$ cat src/hw/pwr_seq_pkg.sv
// constants for the power monitor conversion sequencer
// assumes a 40 MHz aclk and an AXI4-Lite register bus with 32-bit data
package pwr_seq_pkg;
  // register byte offsets
  localparam logic [7:0] ADC_CFG_OFS   = 8'h00;  // mode, inputs, conversion times, averaging
  localparam logic [7:0] DEV_CFG_OFS   = 8'h04;  // conversion delay
  localparam logic [7:0] CAL_OFS       = 8'h08;  // shunt calibration
  localparam logic [7:0] DIAG_OFS      = 8'h0C;  // diagnostic_alert_register
  localparam logic [7:0] SHUNT_OFS     = 8'h10;
  localparam logic [7:0] BUS_OFS       = 8'h14;
  localparam logic [7:0] TEMP_OFS      = 8'h18;
  localparam logic [7:0] CURR_OFS      = 8'h1C;
  localparam logic [7:0] POWER_OFS     = 8'h20;
  localparam logic [7:0] SAMPLE_IN_OFS = 8'h24;  // converter sample from the front end
  // adc configuration fields
  localparam int MODE_LSB = 0;   // [2:0] mode: bit0 shunt, bit1 bus, bit2 temp enable
  localparam int CONT_BIT = 3;   // 1 continuous, 0 triggered
  localparam int CTS_LSB  = 4;   // [6:4] shunt conversion time code
  localparam int CTB_LSB  = 7;   // [9:7] bus conversion time code
  localparam int CTT_LSB  = 10;  // [12:10] temperature conversion time code
  localparam int AVG_LSB  = 13;  // [16:13] averaging code, 2**code samples, 0..10
  localparam int DLY_LSB  = 0;   // conversion_delay [7:0] in 2 ms steps
  localparam int CONVERSION_READY_ALERT_ENABLE_BIT = 8;   // conversion_ready_alert_enable in diag register
  localparam int CONVERSION_READY_FLAG_BIT = 1;  // conversion_ready_flag in diag register
  localparam logic [3:0] AVG_MAX_CODE = 4'hA;  // 1024 samples
  // reset values
  localparam logic [16:0] ADC_CFG_RST = 17'h00FFF;
  localparam logic [7:0]  DLY_RST     = 8'h00;
  // timing
  localparam int CLK_HZ       = 40_000_000;
  localparam int CT_MIN_US    = 50;     // shortest conversion
  localparam int CT_MAX_US    = 4120;   // longest conversion
  localparam int DLY_STEP_MS  = 2;
  localparam int CT_MIN_CYC   = CT_MIN_US * (CLK_HZ / 1_000_000);
  localparam int DLY_STEP_CYC = DLY_STEP_MS * (CLK_HZ / 1000);
  // conversion time codes in microseconds
  localparam int CT_US [8] = '{50, 84, 150, 280, 540, 1052, 2074, 4120};
endpackage

$ cat src/hw/pwr_seq.sv
// power monitor conversion sequencer with an AXI4-Lite register slave
// assumes a single aclk domain; the converter result comes in as the sample register
// Operation
// one multiplexer feeds one shared converter
// current then power from latest bus
// zero calibration gives zero power
// averaging accumulates, loads outputs at end
// math runs beside conversions, no added time
// shunt samples are signed
// any combination of inputs selectable
// no averaging, each result updates immediately
// per input conversion time 50us to 4.12ms
// enabled inputs converted back to back
// averaging repeats whole sequence then updates
// results hold; reads never disturb conversion
// continuous mode loops forever
// triggered runs once then shutdown
// mode write aborts and restarts
// ready flag only after full sequence
// ready clears on config write, diag read
// start delay 0 to 510ms, 2ms steps
// one averaging count for all inputs
// alert on completion when enabled
// delay timed from starting write
// shutdown keeps results and flag
//
// Implementation choices: the register addresses and the AXI4-Lite slave port.
`timescale 1ns/10ps
module pwr_seq (
  // clock and reset
  input  wire logic        aclk,
  input  wire logic        aresetn,
  // axi4-lite write address and data
  input  wire logic        s_axi_awvalid,
  output logic             s_axi_awready,
  input  wire logic [7:0]  s_axi_awaddr,
  input  wire logic        s_axi_wvalid,
  output logic             s_axi_wready,
  input  wire logic [31:0] s_axi_wdata,
  input  wire logic [3:0]  s_axi_wstrb,
  // axi4-lite write response
  output logic             s_axi_bvalid,
  input  wire logic        s_axi_bready,
  output logic [1:0]       s_axi_bresp,
  // axi4-lite read
  input  wire logic        s_axi_arvalid,
  output logic             s_axi_arready,
  input  wire logic [7:0]  s_axi_araddr,
  output logic             s_axi_rvalid,
  input  wire logic        s_axi_rready,
  output logic [31:0]      s_axi_rdata,
  output logic [1:0]       s_axi_rresp,
  // converter front end
  output logic [1:0]       mux_sel,
  output logic             conv_busy,
  output logic             alert
);

  typedef enum logic [3:0] {
    ST_IDLE  = 4'b0001,
    ST_DELAY = 4'b0010,
    ST_CONV  = 4'b0100,
    ST_DONE  = 4'b1000
  } state_t;

  state_t       st_q, st_d;
  logic [16:0]  cfg_q;
  logic [7:0]   dly_q;
  logic [15:0]  cal_q;
  logic         conversion_ready_alert_enable_en_q;
  logic         ready_q;
  logic [15:0]  sample_q;
  logic signed [15:0] shunt_q, bus_q, temp_q;
  logic signed [31:0] curr_q, power_q;
  logic signed [31:0] curr_last_q;
  logic signed [41:0] acc_shunt_q, acc_bus_q, acc_temp_q, acc_curr_q, acc_pow_q;
  logic [1:0]   ch_q;
  // 25 bits: the longest start delay is about 20.4M cycles, past 2**24
  logic [24:0]  cnt_q;
  logic [10:0]  avg_n_q;
  logic         aw_q, w_q;
  logic [7:0]   awaddr_q;
  logic [31:0]  wdata_q;
  logic [3:0]   wstrb_q;
  logic         alert_q;

  // write channel: address and data latched in either order
  wire       aw_hs    = s_axi_awvalid && s_axi_awready;
  wire       w_hs     = s_axi_wvalid && s_axi_wready;
  wire       wr_go    = aw_q && w_q && !s_axi_bvalid;
  wire       wr_cfg   = wr_go && awaddr_q == pwr_seq_pkg::ADC_CFG_OFS && wstrb_q[0];
  wire       wr_dly   = wr_go && awaddr_q == pwr_seq_pkg::DEV_CFG_OFS && wstrb_q[0];
  wire       wr_cal   = wr_go && awaddr_q == pwr_seq_pkg::CAL_OFS && wstrb_q[0];
  wire       wr_diag  = wr_go && awaddr_q == pwr_seq_pkg::DIAG_OFS && wstrb_q[1];
  wire       wr_samp  = wr_go && awaddr_q == pwr_seq_pkg::SAMPLE_IN_OFS && wstrb_q[0];
  wire       wr_known = wr_cfg || wr_dly || wr_cal || wr_diag || wr_samp;
  wire [16:0] new_cfg = wdata_q[16:0];
  wire       new_shut = new_cfg[2:0] == 3'h0;
  wire       ar_hs    = s_axi_arvalid && s_axi_arready;
  wire       rd_diag  = ar_hs && s_axi_araddr == pwr_seq_pkg::DIAG_OFS;

  // sequencing decodes
  wire [2:0] en_mask  = cfg_q[pwr_seq_pkg::MODE_LSB +: 3];
  wire [3:0] avg_code = (cfg_q[pwr_seq_pkg::AVG_LSB +: 4] > pwr_seq_pkg::AVG_MAX_CODE) ?
                        pwr_seq_pkg::AVG_MAX_CODE : cfg_q[pwr_seq_pkg::AVG_LSB +: 4];
  wire [10:0] avg_tot = 11'h001 << avg_code;
  wire [2:0] ct_code  = (ch_q == 2'h0) ? cfg_q[pwr_seq_pkg::CTS_LSB +: 3] :
                        (ch_q == 2'h1) ? cfg_q[pwr_seq_pkg::CTB_LSB +: 3] :
                                         cfg_q[pwr_seq_pkg::CTT_LSB +: 3];
  wire [24:0] ct_cyc  = 25'(pwr_seq_pkg::CT_US[ct_code] * (pwr_seq_pkg::CLK_HZ / 1_000_000));
  wire [24:0] dly_cyc = 25'(dly_q) * 25'(pwr_seq_pkg::DLY_STEP_CYC);
  wire       conv_end = st_q == ST_CONV && cnt_q == 25'h0000001;
  // first enabled channel, and next enabled channel after the current one, in shunt, bus, temp order
  wire [1:0] first_ch = en_mask[0] ? 2'h0 : en_mask[1] ? 2'h1 : 2'h2;
  wire       has_next = (ch_q == 2'h0 && en_mask[2:1] != 2'h0) || (ch_q == 2'h1 && en_mask[2]);
  wire [1:0] next_ch  = (ch_q == 2'h0 && en_mask[1]) ? 2'h1 : 2'h2;
  wire       last_avg = avg_n_q + 11'h001 == avg_tot;
  wire       seq_end  = conv_end && !has_next;
  wire       avg_on   = avg_code != 4'h0;

  // background math on the just finished sample; the shunt is signed
  wire signed [15:0] samp_s  = signed'(sample_q);
  wire signed [31:0] curr_nw = 32'(samp_s * signed'({1'b0, cal_q}));
  wire signed [31:0] pow_nw  = (cal_q == 16'h0000) ? 32'sh0 :
                               32'((curr_last_q >>> 16) * samp_s);  // see R2

  // sequencer state
  always_comb begin
    st_d = st_q;
    case (st_q)
      ST_IDLE:  st_d = st_q;
      ST_DELAY: if (cnt_q == 25'h0000000) st_d = ST_CONV;
      ST_CONV:  if (seq_end && last_avg) st_d = ST_DONE;
      ST_DONE:  st_d = cfg_q[pwr_seq_pkg::CONT_BIT] ? ST_CONV : ST_IDLE;  // see R13
      default:  st_d = ST_IDLE;
    endcase
    if (wr_cfg) st_d = new_shut ? ST_IDLE : ST_DELAY;  // see R15
  end

  // state, counters and channel pointer; one converter, one channel at a time
  always_ff @(posedge aclk) begin
    if (!aresetn) begin
      st_q    <= ST_IDLE;
      cnt_q   <= 25'h0000000;
      ch_q    <= 2'h0;
      avg_n_q <= 11'h000;
    end else begin
      st_q <= st_d;
      // the delay counts from the starting write itself
      if (wr_cfg) begin
        cnt_q   <= dly_cyc;
        avg_n_q <= 11'h000;
      end else if (st_q == ST_DELAY && cnt_q == 25'h0000000) begin
        ch_q  <= first_ch;
        cnt_q <= 25'h0000000;
      end else if (st_q == ST_DELAY) begin
        cnt_q <= cnt_q - 25'h0000001;
      end else if (st_q == ST_CONV && cnt_q == 25'h0000000) begin
        cnt_q <= ct_cyc;
      end else if (conv_end) begin
        // zero here makes the next channel reload its own time
        cnt_q <= 25'h0000000;
        if (has_next) ch_q <= next_ch;
        else begin
          ch_q    <= first_ch;
          avg_n_q <= last_avg ? 11'h000 : avg_n_q + 11'h001;
        end
      end else if (st_q == ST_CONV) begin
        cnt_q <= cnt_q - 25'h0000001;
      end else if (st_q == ST_DONE) begin
        cnt_q <= 25'h0000000;
        ch_q  <= first_ch;
      end
    end
  end

  // accumulation and result loading; results hold through idle
  always_ff @(posedge aclk) begin
    if (!aresetn) begin
      shunt_q <= 16'sh0; bus_q <= 16'sh0; temp_q <= 16'sh0;
      curr_q <= 32'sh0; power_q <= 32'sh0; curr_last_q <= 32'sh0;
      acc_shunt_q <= 42'sh0; acc_bus_q <= 42'sh0; acc_temp_q <= 42'sh0;
      acc_curr_q <= 42'sh0; acc_pow_q <= 42'sh0;
    end else if (wr_cfg) begin
      acc_shunt_q <= 42'sh0; acc_bus_q <= 42'sh0; acc_temp_q <= 42'sh0;
      acc_curr_q <= 42'sh0; acc_pow_q <= 42'sh0;
    end else if (conv_end) begin  // see R1 see R5
      if (ch_q == 2'h0) begin
        curr_last_q <= curr_nw;
        if (!avg_on) begin
          shunt_q <= samp_s;
          curr_q  <= curr_nw;
        end else if (last_avg) begin
          shunt_q <= 16'((acc_shunt_q + 42'(samp_s)) >>> avg_code);
          curr_q  <= 32'((acc_curr_q + 42'(curr_nw)) >>> avg_code);
          acc_shunt_q <= 42'sh0;
          acc_curr_q  <= 42'sh0;
        end else begin
          acc_shunt_q <= acc_shunt_q + 42'(samp_s);
          acc_curr_q  <= acc_curr_q + 42'(curr_nw);
        end
      end else if (ch_q == 2'h1) begin
        if (!avg_on) begin
          bus_q   <= samp_s;
          power_q <= pow_nw;
        end else if (last_avg) begin
          bus_q   <= 16'((acc_bus_q + 42'(samp_s)) >>> avg_code);
          power_q <= 32'((acc_pow_q + 42'(pow_nw)) >>> avg_code);
          acc_bus_q <= 42'sh0;
          acc_pow_q <= 42'sh0;
        end else begin
          acc_bus_q <= acc_bus_q + 42'(samp_s);
          acc_pow_q <= acc_pow_q + 42'(pow_nw);
        end
      end else begin
        if (!avg_on) temp_q <= samp_s;
        else if (last_avg) begin
          temp_q     <= 16'((acc_temp_q + 42'(samp_s)) >>> avg_code);
          acc_temp_q <= 42'sh0;
        end else acc_temp_q <= acc_temp_q + 42'(samp_s);
      end
    end
  end

  // config registers and ready flag; a completing sequence beats a clearing read
  always_ff @(posedge aclk) begin
    if (!aresetn) begin
      cfg_q     <= pwr_seq_pkg::ADC_CFG_RST;
      dly_q     <= pwr_seq_pkg::DLY_RST;
      cal_q     <= 16'h0000;
      conversion_ready_alert_enable_en_q <= 1'b0;
      sample_q  <= 16'h0000;
      ready_q   <= 1'b0;
      alert_q   <= 1'b0;
    end else begin
      if (wr_cfg) cfg_q <= new_cfg;
      if (wr_dly) dly_q <= wdata_q[pwr_seq_pkg::DLY_LSB +: 8];
      if (wr_cal) cal_q <= wdata_q[15:0];
      if (wr_diag) conversion_ready_alert_enable_en_q <= wdata_q[pwr_seq_pkg::CONVERSION_READY_ALERT_ENABLE_BIT];
      if (wr_samp) sample_q <= wdata_q[15:0];
      if (st_q == ST_DONE) ready_q <= 1'b1;
      else if ((wr_cfg && !new_shut) || rd_diag) ready_q <= 1'b0;  // see R17
      alert_q <= (st_q == ST_DONE && conversion_ready_alert_enable_en_q) ? 1'b1 : (rd_diag ? 1'b0 : alert_q);
    end
  end

  // axi write handshakes
  always_ff @(posedge aclk) begin
    if (!aresetn) begin
      aw_q <= 1'b0; w_q <= 1'b0; awaddr_q <= 8'h00; wdata_q <= 32'h00000000;
      wstrb_q <= 4'h0; s_axi_bvalid <= 1'b0; s_axi_bresp <= 2'h0;
    end else begin
      if (aw_hs) begin aw_q <= 1'b1; awaddr_q <= s_axi_awaddr; end
      if (w_hs) begin w_q <= 1'b1; wdata_q <= s_axi_wdata; wstrb_q <= s_axi_wstrb; end
      if (wr_go) begin
        aw_q <= 1'b0;
        w_q  <= 1'b0;
        s_axi_bvalid <= 1'b1;
        s_axi_bresp  <= wr_known || awaddr_q <= pwr_seq_pkg::SAMPLE_IN_OFS ? 2'h0 : 2'h2;
      end else if (s_axi_bvalid && s_axi_bready) s_axi_bvalid <= 1'b0;
    end
  end

  // read mux
  logic [31:0] rd_mux;
  logic        rd_ok;
  always_comb begin
    rd_ok = 1'b1;
    case (s_axi_araddr)
      pwr_seq_pkg::ADC_CFG_OFS: rd_mux = {15'h0000, cfg_q};
      pwr_seq_pkg::DEV_CFG_OFS: rd_mux = {24'h000000, dly_q};
      pwr_seq_pkg::CAL_OFS:     rd_mux = {16'h0000, cal_q};
      pwr_seq_pkg::DIAG_OFS:    rd_mux = {23'h000000, conversion_ready_alert_enable_en_q, 6'h00, ready_q, 1'b0};
      pwr_seq_pkg::SHUNT_OFS:   rd_mux = 32'(shunt_q);
      pwr_seq_pkg::BUS_OFS:     rd_mux = 32'(bus_q);
      pwr_seq_pkg::TEMP_OFS:    rd_mux = 32'(temp_q);
      pwr_seq_pkg::CURR_OFS:    rd_mux = curr_q;
      pwr_seq_pkg::POWER_OFS:   rd_mux = power_q;
      pwr_seq_pkg::SAMPLE_IN_OFS: rd_mux = {16'h0000, sample_q};
      default: begin rd_mux = 32'h00000000; rd_ok = 1'b0; end
    endcase
  end

  // axi read and front-end outputs
  always_ff @(posedge aclk) begin
    if (!aresetn) begin
      s_axi_rvalid <= 1'b0; s_axi_rdata <= 32'h00000000; s_axi_rresp <= 2'h0;
      mux_sel <= 2'h0; conv_busy <= 1'b0;
    end else begin
      if (ar_hs) begin
        s_axi_rvalid <= 1'b1;
        s_axi_rdata  <= rd_mux;
        s_axi_rresp  <= rd_ok ? 2'h0 : 2'h2;
      end else if (s_axi_rvalid && s_axi_rready) s_axi_rvalid <= 1'b0;
      mux_sel   <= ch_q;
      conv_busy <= st_q == ST_CONV;
    end
  end

  assign s_axi_awready = !aw_q && aresetn;
  assign s_axi_wready  = !w_q && aresetn;
  assign s_axi_arready = !s_axi_rvalid && aresetn;
  assign alert         = alert_q;

  // checks
  ready_only_done_a: assert property (@(posedge aclk) disable iff (!aresetn)
    $rose(ready_q) |-> $past(st_q) == ST_DONE) else $error("ready set outside done");
  ready_clr_a: assert property (@(posedge aclk) disable iff (!aresetn)
    rd_diag && st_q != ST_DONE |=> !ready_q) else $error("ready not cleared by read");
  mode_restart_a: assert property (@(posedge aclk) disable iff (!aresetn)
    wr_cfg && !new_shut |=> st_q == ST_DELAY) else $error("mode write did not restart");
  shut_idle_a: assert property (@(posedge aclk) disable iff (!aresetn)
    wr_cfg && new_shut |=> st_q == ST_IDLE) else $error("shutdown write not idle");
  trig_stop_a: assert property (@(posedge aclk) disable iff (!aresetn)
    st_q == ST_DONE && !cfg_q[pwr_seq_pkg::CONT_BIT] && !wr_cfg |=> st_q == ST_IDLE)
    else $error("triggered run did not stop");
  cont_loop_a: assert property (@(posedge aclk) disable iff (!aresetn)
    st_q == ST_DONE && cfg_q[pwr_seq_pkg::CONT_BIT] && !wr_cfg |=> st_q == ST_CONV)
    else $error("continuous run stopped");
  idle_hold_a: assert property (@(posedge aclk) disable iff (!aresetn)
    st_q == ST_IDLE && !wr_cfg |=> $stable(shunt_q) && $stable(power_q))
    else $error("results changed in shutdown");
  zero_cal_a: assert property (@(posedge aclk) disable iff (!aresetn)
    cal_q == 16'h0000 && conv_end && ch_q == 2'h1 && !avg_on |=> power_q == 32'sh0)
    else $error("power nonzero with zero calibration");
  alert_a: assert property (@(posedge aclk) disable iff (!aresetn)
    st_q == ST_DONE && conversion_ready_alert_enable_en_q |=> alert_q) else $error("alert missing");
  cov_trig_c: cover property (@(posedge aclk) st_q == ST_DONE && !cfg_q[pwr_seq_pkg::CONT_BIT]);
  cov_avg_c: cover property (@(posedge aclk) seq_end && last_avg && avg_on);
  cov_abort_c: cover property (@(posedge aclk) st_q == ST_CONV && wr_cfg);

  // only three channels exist; code 3 would put no input on the converter
  one_chan_a: assert property (@(posedge aclk) disable iff (!aresetn)
    conv_busy |-> mux_sel != 2'h3)
    else $error("converter on no valid channel");

  // the busy output follows the converting state one cycle late
  busy_conv_a: assert property (@(posedge aclk) disable iff (!aresetn)
    st_q == ST_CONV |=> conv_busy)
    else $error("busy missing while converting");

  // the delay runs to zero before any conversion starts
  delay_hold_a: assert property (@(posedge aclk) disable iff (!aresetn)
    st_q == ST_DELAY && cnt_q != 25'h0000000 && !wr_cfg |=> st_q == ST_DELAY)
    else $error("delay cut short");

  // a starting write loads the programmed delay into the counter
  dly_load_a: assert property (@(posedge aclk) disable iff (!aresetn)
    wr_cfg && !new_shut |=> cnt_q == $past(dly_cyc))
    else $error("delay not loaded");

  // mid-average samples only feed the accumulators and curr_last_q
  avg_hold_a: assert property (@(posedge aclk) disable iff (!aresetn)
    conv_end && avg_on && !last_avg |=> $stable(shunt_q) && $stable(bus_q) && $stable(temp_q))
    else $error("result moved before averaging ended");

  // without averaging the shunt result takes the sample at once
  no_avg_upd_a: assert property (@(posedge aclk) disable iff (!aresetn)
    conv_end && ch_q == 2'h0 && !avg_on && !wr_cfg |=> shunt_q == $past(samp_s))
    else $error("shunt result not updated");

  // scenarios worth seeing: a continuous loop and a real start delay
  cov_cont_c: cover property (@(posedge aclk) st_q == ST_DONE && cfg_q[pwr_seq_pkg::CONT_BIT]);
  cov_delay_c: cover property (@(posedge aclk) st_q == ST_DELAY && cnt_q != 25'h0000000);
endmodule // pwr_seq

$ cat config.mk
export PLATFORM = sky130hd
export DESIGN_NAME = pwr_seq
export DESIGN_NICKNAME = d
export VERILOG_FILES = /design/src/hw/pwr_seq_pkg.sv /design/src/hw/pwr_seq.sv
export SDC_FILE = /design/constraint.sdc
export NUM_CORES = 2
export LEC_CHECK = 0
export BUFFER_PORTS_ARGS = -buffer_cell sky130_fd_sc_hd__buf_2
export CELL_PAD_IN_SITES_DETAIL_PLACEMENT = 1
export CELL_PAD_IN_SITES_GLOBAL_PLACEMENT = 1
export CORE_MARGIN = 5
export CORE_UTILIZATION = 53
export DETAILED_ROUTE_END_ITERATION = 12
export PLACE_DENSITY = 0.85
export SYNTH_ARGS = -nofsm -noshare
export SYNTH_HDL_FRONTEND = slang
export SYNTH_SLANG_ARGS = --single-unit
$ cat constraint.sdc
create_clock -name aclk -period 24.9 [get_ports aclk]
set_input_delay 2.49 -clock aclk [delete_from_list [all_inputs] [get_ports aclk]]
set_output_delay 2.49 -clock aclk [all_outputs]
set_load 0.01 [all_outputs]
* Word-level counts from Yosys, hierarchy flattened *
Memories as Yosys holds them, arrays and structs flattened.
Cells that the tools add are included.

cells by class
  shift-type cells = 6
  reductions and logical operators = 73
  magnitude comparators = 3
  bitwise operators = 9
  eq/ne operators = 27
  multiplexer cells = 57
  add/sub/neg operators = 7
  multipliers = 4

operators by type and width
  operator                 number
  $pmux W32 S10            1
  $mux W32                 7
  $mux W42                 5
  $mux W25                 7
  $add A42 B16 Y42         3
  $sshr A42 B4 Y16         3
  $mux W16                 6
  $add A42 B32 Y42         2
  $sshr A42 B4 Y32         2
  $eq A8 B4 Y1 const B     4
  $eq A8 B5 Y1 const B     4
  $mul A16 B16 Y32         1
  $mul A16 B17 Y32         1
  $mul A32 B4 Y22 const B  1
  $logic_and A1 B1 Y1      31
  $mux W2                  13
  $eq A25 B1 Y1 const B    1
  $logic_not A25 Y1        1
  $sub A25 B1 Y25 const B  1
  $eq A8 B6 Y1 const B     3
  $reduce_and A5 Y1        4
  $mul A8 B10 Y18 const B  1
  $eq A8 B3 Y1 const B     2
  $logic_not A16 Y1        1
  36 further kinds         81

word-level totals
  logic and storage cells = 222
  memories kept = 1
  register bits = 526
  input port bits = 59
  output and inout port bits = 45
  ROM bits = 256

memories
  name              words  width  rd ports  clocked after Yosys merged registers in  write ports  RTL line        source
  (name not given)  8      32     1         0                                        0            pwr_seq.sv:110  wire [24:0] ct_cyc = 25'(pwr_seq_pkg::CT_US[ct_code] * (pwr_seq_pkg::CLK_HZ / 1_000_000));

* Depth between registers and ports, before layout *
  depth in word-level cells = 12
  depth in mapped cells = 40
  depth with buffers taken out = 36

* Least setup slack after synthesis *
Ideal clock, no wire load.

  path type = register to register
  start point = reg sample_q[15], in the netlist samp_s[15]
  end point = reg curr_q[30]
  slack = 15516 ps
  buffers on the path = 5
  stages on the path, launching flop included = 37
  arrival time = 9265 ps
  period minus slack after synthesis = 9384 ps
  cells stage by stage = dfxtp_1 > clkbuf_1 > clkbuf_1 > inv_1 > clkbuf_1 > nor2_1 > fa_1 > inv_1 > fa_1 > fa_1 > fa_1 > inv_1 > fa_1 > inv_1 > fa_1 > inv_1 > ha_1 > clkbuf_1 > nand4_1 > or3_1 > or3_1 > a21oi_1 > o21ai_0 > xnor2_1 > ha_1 > clkbuf_1 > a21o_1 > o21bai_1 > a21o_1 > a21oi_1 > o21bai_1 > a21o_1 > or3b_2 > nand4_1 > a2bb2oi_1 > o211a_1 > a21oi_1

on the way
  cells in the longest elaborated chain, start to end = 5

RTL lines
  what                    RTL line        source
  start, declared         pwr_seq.sv:72   logic [15:0] sample_q;
  start signal, assigned  pwr_seq.sv:240  if (wr_samp) sample_q <= wdata_q[15:0];
  $mul A16 B17 Y32        pwr_seq.sv:123  wire signed [31:0] curr_nw = 32'(samp_s * signed'({1'b0, cal_q}));
  net curr_nw[31]         pwr_seq.sv:123
  $add A42 B32 Y42        pwr_seq.sv:195  curr_q <= 32'((acc_curr_q + 42'(curr_nw)) >>> avg_code);
  $sshr A42 B4 Y32        pwr_seq.sv:195
  $mux W32                pwr_seq.sv:193  end else if (last_avg) begin
  $mux W32                pwr_seq.sv:190  if (!avg_on) begin
  end signal, assigned    pwr_seq.sv:192  curr_q <= curr_nw;
  end signal, assigned    pwr_seq.sv:195
  end, declared           pwr_seq.sv:74   logic signed [31:0] curr_q, power_q;

The timed path passes the listed nets, and every way through them passes these cells. The select of a mux whose other input is x is not followed.
A chain may end at the register's enable or synchronous reset.

* Final worst setup path *
  start point = reg sample_q[1], in the netlist samp_s[1]
  end point = reg acc_pow_q[41]

on the way
  cells in the longest elaborated chain, start to end = 4

RTL lines
  what                  RTL line        source
  $mul A16 B16 Y32      pwr_seq.sv:125  32'((curr_last_q >>> 16) * samp_s);
  $mux W32              pwr_seq.sv:124  wire signed [31:0] pow_nw = (cal_q == 16'h0000) ? 32'sh0 :
  $add A42 B32 Y42      pwr_seq.sv:213  acc_pow_q <= acc_pow_q + 42'(pow_nw);
  $mux W42              pwr_seq.sv:206  end else if (last_avg) begin
  end signal, assigned  pwr_seq.sv:213
  end, declared         pwr_seq.sv:76   logic signed [41:0] acc_shunt_q, acc_bus_q, acc_temp_q, acc_curr_q, acc_pow_q;

No other way between the ends.

==> results.txt <==
----------------------------------------------------
[Power]
  Leakage ... 26.4 nW
  Net load switching power ... 425 µW
  Total power ... 1.68 mW
  Reg power frac ... 0.444
  IR drop worst, VDD ... 0.0000503 V
  Combinational share of power ... 0.025
  Internal cell power ... 1.26 mW
  Switching part of the total power ... 0.253
  Clock power frac ... 0.531
  PD cells ... 28.9 nW/µm²

[Floorplanning]
  Area inside the core boundary ... 102000 µm²
  DIE AREA ... 110000 µm²
  Initial Utilization ... 0.535
  Standard-cell row count ... 117
  Number of ports placed on the die boundary ... 104
  Die boundary height ... 331 µm
  Width of the die ... 331 µm

[Finish]
  Commonest non-fill, non-tap cell in the layout ... sky130_fd_sc_hd__nand2_1
  Highest-count cells in the layout ignoring fill and taps ... sky130_fd_sc_hd__nand2_1, sky130_fd_sc_hd__inv_1, sky130_fd_sc_hd__a21oi_1
  Share of final-layout standard cells stronger than drive strength 1 ... 0.0659
  Nets ... 7768
  Final design area excluding fillers ... 58100 µm²
  Non-Filler Instances ... 8235
  Synthesis-to-layout area growth ... 6.16%

[STA]
  Final worst-path setup slack ... 13770 ps
  Highest achievable clock rate ... 89.9 MHz
  Final period utilization ... 0.447
  Worst slew margin relative to its limit ... -0.0143
  Hold violation total from the final report ... 0
  RSZ-0062 raised after global routing ... false
  Minimum period implied by the final worst setup slack ... 11130 ps
  Final setup vio count ... 0
  Setup Skew ... 63.2 ps
  Total negative setup slack ... 0 ps
  Tightest Pin Transition ... 1500 ps
  Number of max-slew violations in the final report ... 2

[CTS]
  Root buffer cell ... sky130_fd_sc_hd__clkbuf_16
  Total number of clock tree sinks ... 460
  Inserted Clock Buffers ... 55
  Hold buffers post-CTS ... 0
  Source-to-sink clock delay at the later pin of the worst-skew pair ... 710 ps
  Buffers inserted by post-CTS timing repair ... 0
  CTS tree ... done
  Number of buffers between clock root and the deepest sink ... 3
  Post-CTS resize count ... 0
  H-Tree Level Count ... 2
  Clock transition at path regs ... 70 ps

[Setup path]
  Worst setup path start ... samp_s[1]
  Biggest cell delay along the critical path ... 1050 ps
  Crit path top cell by count ... sky130_fd_sc_hd__fa_1
  Largest delay share family, worst path ... adder cells
  Critical path buffer and inverter count ... 4
  Critical path destination ... acc_pow_q[41]
  Critical path startpoint category ... flip-flop
  Critical setup path kind ... reg -> reg
  Critical path data required time ... 25480 ps
  Crit end category ... flip-flop
  Instance count on the critical path ... 28
  Startpoint of the worst register-to-register path ... samp_s[1]
  Signal arrival time at the worst endpoint ... 11710 ps
  CP max-delay cell ... sky130_fd_sc_hd__fa_1
  Setup slack of the most critical reg-to-reg path ... 13770 ps
  Worst Reg2Reg Path Length in Cells ... 28
  Max Fanout on Critical Path ... 32
  Worst R2R End ... acc_pow_q[41]

[Placed design]
  Total half-perimeter wirelength after legalization and detailed placement ... 163 mm
  Place WS ... 14110 ps
  Routability-driven placement congestion ratio ... 1.01
  DP Area ... 56100 µm²
  IO buf count ... 84
  Instance count after placement with tap cells included ... 8123

[Run status]
  Violations in the final reports ... capacitance limit, slew limit
  Run status ... finished with violations

[Routing]
  Detailed router's first-iteration violation count ... 5237
  Via Count ... 54727
  Number of antenna-violating nets in the routed design ... 0
  DRC violations left ... 0
  Drt via density ... 6.65
  Total wirelength of the detailed-routed design ... 222 mm
  Post-detailed-route wirelength per cell ... 26.9 µm
  Number of detailed-routing iterations run before antenna repair ... 8

[Global route]
  Met2 Use GR ... 0.630
  Largest net degree at the start of global routing ... 99
  Overall fraction of global-route tracks in use ... 0.388
  Met1 usage in global routing ... 0.464
  Global routing met3 resource utilization ... 0.0828
  Remaining global-route overflow ... 0
  Global-route wire length before repair ... 339 mm
  Number of antenna violations at the first check in global routing ... 17
  Number of global-route vias before repair ... 57958
  Most used routing layer ... met2

[Worst hold path]
  Worst hold start ... samp_s[11]
  Hold/Removal Path Class ... reg -> reg

[Logic synthesis]
  Cell area after technology mapping ... 54700 µm²
  Flops & latches, synth ... 460
  Ys Warns ... 0
  Post-synth EDFFs ... 0
  Average cell area after synthesis ... 7.80 µm²
  Number of instances in the synthesized netlist ... 7011
  Sequential element share of the synthesized area ... 0.168
  Number of unique standard cell types used by synthesis ... 102
  Fraction of registers with async set/reset ... 0
  Flip-flop cell with the highest count after synthesis ... sky130_fd_sc_hd__dfxtp_1

[Flow run]
  Count of max-cap constraint violations ... 1

----------------------------------------------------
[Yosys cell counts, types with 22 or more instances]
master / n / area share
sky130_fd_sc_hd__o21bai_1: 43 / 0.0059
sky130_fd_sc_hd__a31oi_1: 65 / 0.0074
sky130_fd_sc_hd__dfxtp_1: 460 / 0.17
sky130_fd_sc_hd__a21oi_1: 601 / 0.055
sky130_fd_sc_hd__o211ai_1: 55 / 0.0075
sky130_fd_sc_hd__clkbuf_1: 399 / 0.027
sky130_fd_sc_hd__a21o_1: 129 / 0.018
sky130_fd_sc_hd__mux2i_1: 120 / 0.022
sky130_fd_sc_hd__nand2b_1: 50 / 0.0057
sky130_fd_sc_hd__nor2b_1: 48 / 0.0055
sky130_fd_sc_hd__a211oi_1: 96 / 0.013
sky130_fd_sc_hd__xor2_1: 62 / 0.0099
sky130_fd_sc_hd__nand2_1: 809 / 0.056
sky130_fd_sc_hd__a22oi_1: 71 / 0.0097
sky130_fd_sc_hd__nor2_1: 580 / 0.040
sky130_fd_sc_hd__nor4_1: 25 / 0.0029
sky130_fd_sc_hd__ha_1: 422 / 0.097
sky130_fd_sc_hd__nand4_1: 34 / 0.0039
sky130_fd_sc_hd__o22ai_1: 32 / 0.0037
sky130_fd_sc_hd__fa_1: 474 / 0.17
sky130_fd_sc_hd__buf_1: 28 / 0.0019
sky130_fd_sc_hd__and2_1: 280 / 0.032
sky130_fd_sc_hd__o21a_1: 54 / 0.0074
sky130_fd_sc_hd__xnor2_1: 149 / 0.024
sky130_fd_sc_hd__or3_1: 34 / 0.0039
sky130_fd_sc_hd__inv_1: 664 / 0.046
sky130_fd_sc_hd__o2111ai_1: 22 / 0.0035
sky130_fd_sc_hd__nor3_1: 135 / 0.012
sky130_fd_sc_hd__a221oi_1: 73 / 0.012
sky130_fd_sc_hd__and3_1: 34 / 0.0039
sky130_fd_sc_hd__o21ai_0: 339 / 0.031
sky130_fd_sc_hd__nand3_1: 189 / 0.017
[how the worst min path moves through the flow]
| stage | slack [ps] | to | cells after the start |
|---|---|---|---|
| floorplan | 420 | bus_q[8] | 2 |
| global placement | 440 | samp_s[11] | 2 |
| detailed placement | 440 | samp_s[7] | 2 |
| CTS | 450 | samp_s[7] | 2 |
| global route | 470 | samp_s[7] | 2 |
| finish | 450 | samp_s[11] | 2 |
[per-stage QoR]
step            util  hold slack, ps
6_report       0.568             455
3_5_place_dp   0.549             442
4_1_cts        0.568             452
5_1_grt        0.568             474
3_3_place_gp   0.549             435
2_1_floorplan      -             424
[metal layers]
| layer | wire length (µm) | up-vias | share of wire |
|---|---|---|---|
| met2 | 101000 | 2714 | 0.45 |
| met1 | 83200 | 27270 | 0.38 |
| met3 | 19600 | 1004 | 0.088 |
| li1 | - | 23733 | - |
| met5 | 78 | - | 0.00035 |
| met4 | 18300 | 6 | 0.082 |
[worst register-to-register path, delay by kind of cell (launching register included)]
kind                     cells  cell delay, ps
adder cells (fa/ha/maj)      8            4570
AO/OA/AOI/OAI                9            3100
AND/OR/NAND/NOR              7            1860
buffers and inverters        4             770
flip-flops                   1             660
[power groups by stage]
stage / clock network [mW] / registers (mW) / logic [mW]
global placement: 0 / 0.762 / 0.0396
global route: 0.921 / 0.746 / 0.0451
floorplan: 0 / 0.760 / 0.0261
CTS: 0.889 / 0.746 / 0.0413
detailed placement: 0 / 0.762 / 0.0407
finish: 0.892 / 0.746 / 0.0424
[kinds of logic (layout without fill, tap and decap cells)]
kind of cell,Yosys count,in the layout,share of synthesized area
AO/OA/AOI/OAI,1863,1863,0.220
AND/OR/NAND/NOR,2303,2303,0.196
buffers and inverters,1118,963,0.0774
other,1,12,0.0000686
flip-flops,460,460,0.168
XOR/XNOR,212,212,0.0342
adder cells (fa/ha/maj),896,896,0.270
multiplexers,158,158,0.0341
[sequential cells by signal (all words and copies together) (netlist names), 2 cells and up]
| signal | flops |
|---|---|
| bus_q | 16 |
| avg_n_q | 11 |
| s_axi_rdata | 32 |
| dly_q | 8 |
| temp_q | 16 |
| acc_pow_q | 42 |
| cnt_q | 25 |
| cfg_q | 17 |
| awaddr_q | 8 |
| acc_temp_q | 26 |
| curr_last_q | 16 |
| shunt_q | 16 |
| acc_bus_q | 26 |
| acc_shunt_q | 26 |
| mux_sel | 2 |
| cal_q | 16 |
| power_q | 32 |
| st_q | 4 |
| ch_q | 2 |
| curr_q | 32 |
| samp_s | 16 |
| wdata_q | 17 |
| acc_curr_q | 42 |
| wstrb_q | 2 |
[final cells by class]
cell class	count	area, µm²
diodes	9	22.5
clock inverters	29	389
multi-input cells	5435	41400
fillers	12623	44100
flip-flops and latches	460	9240
well taps	1368	1710
clock buffers	73	1550
inverters	667	2510
repair buffers	194	1250
Power figures use the tool's default switching activity.
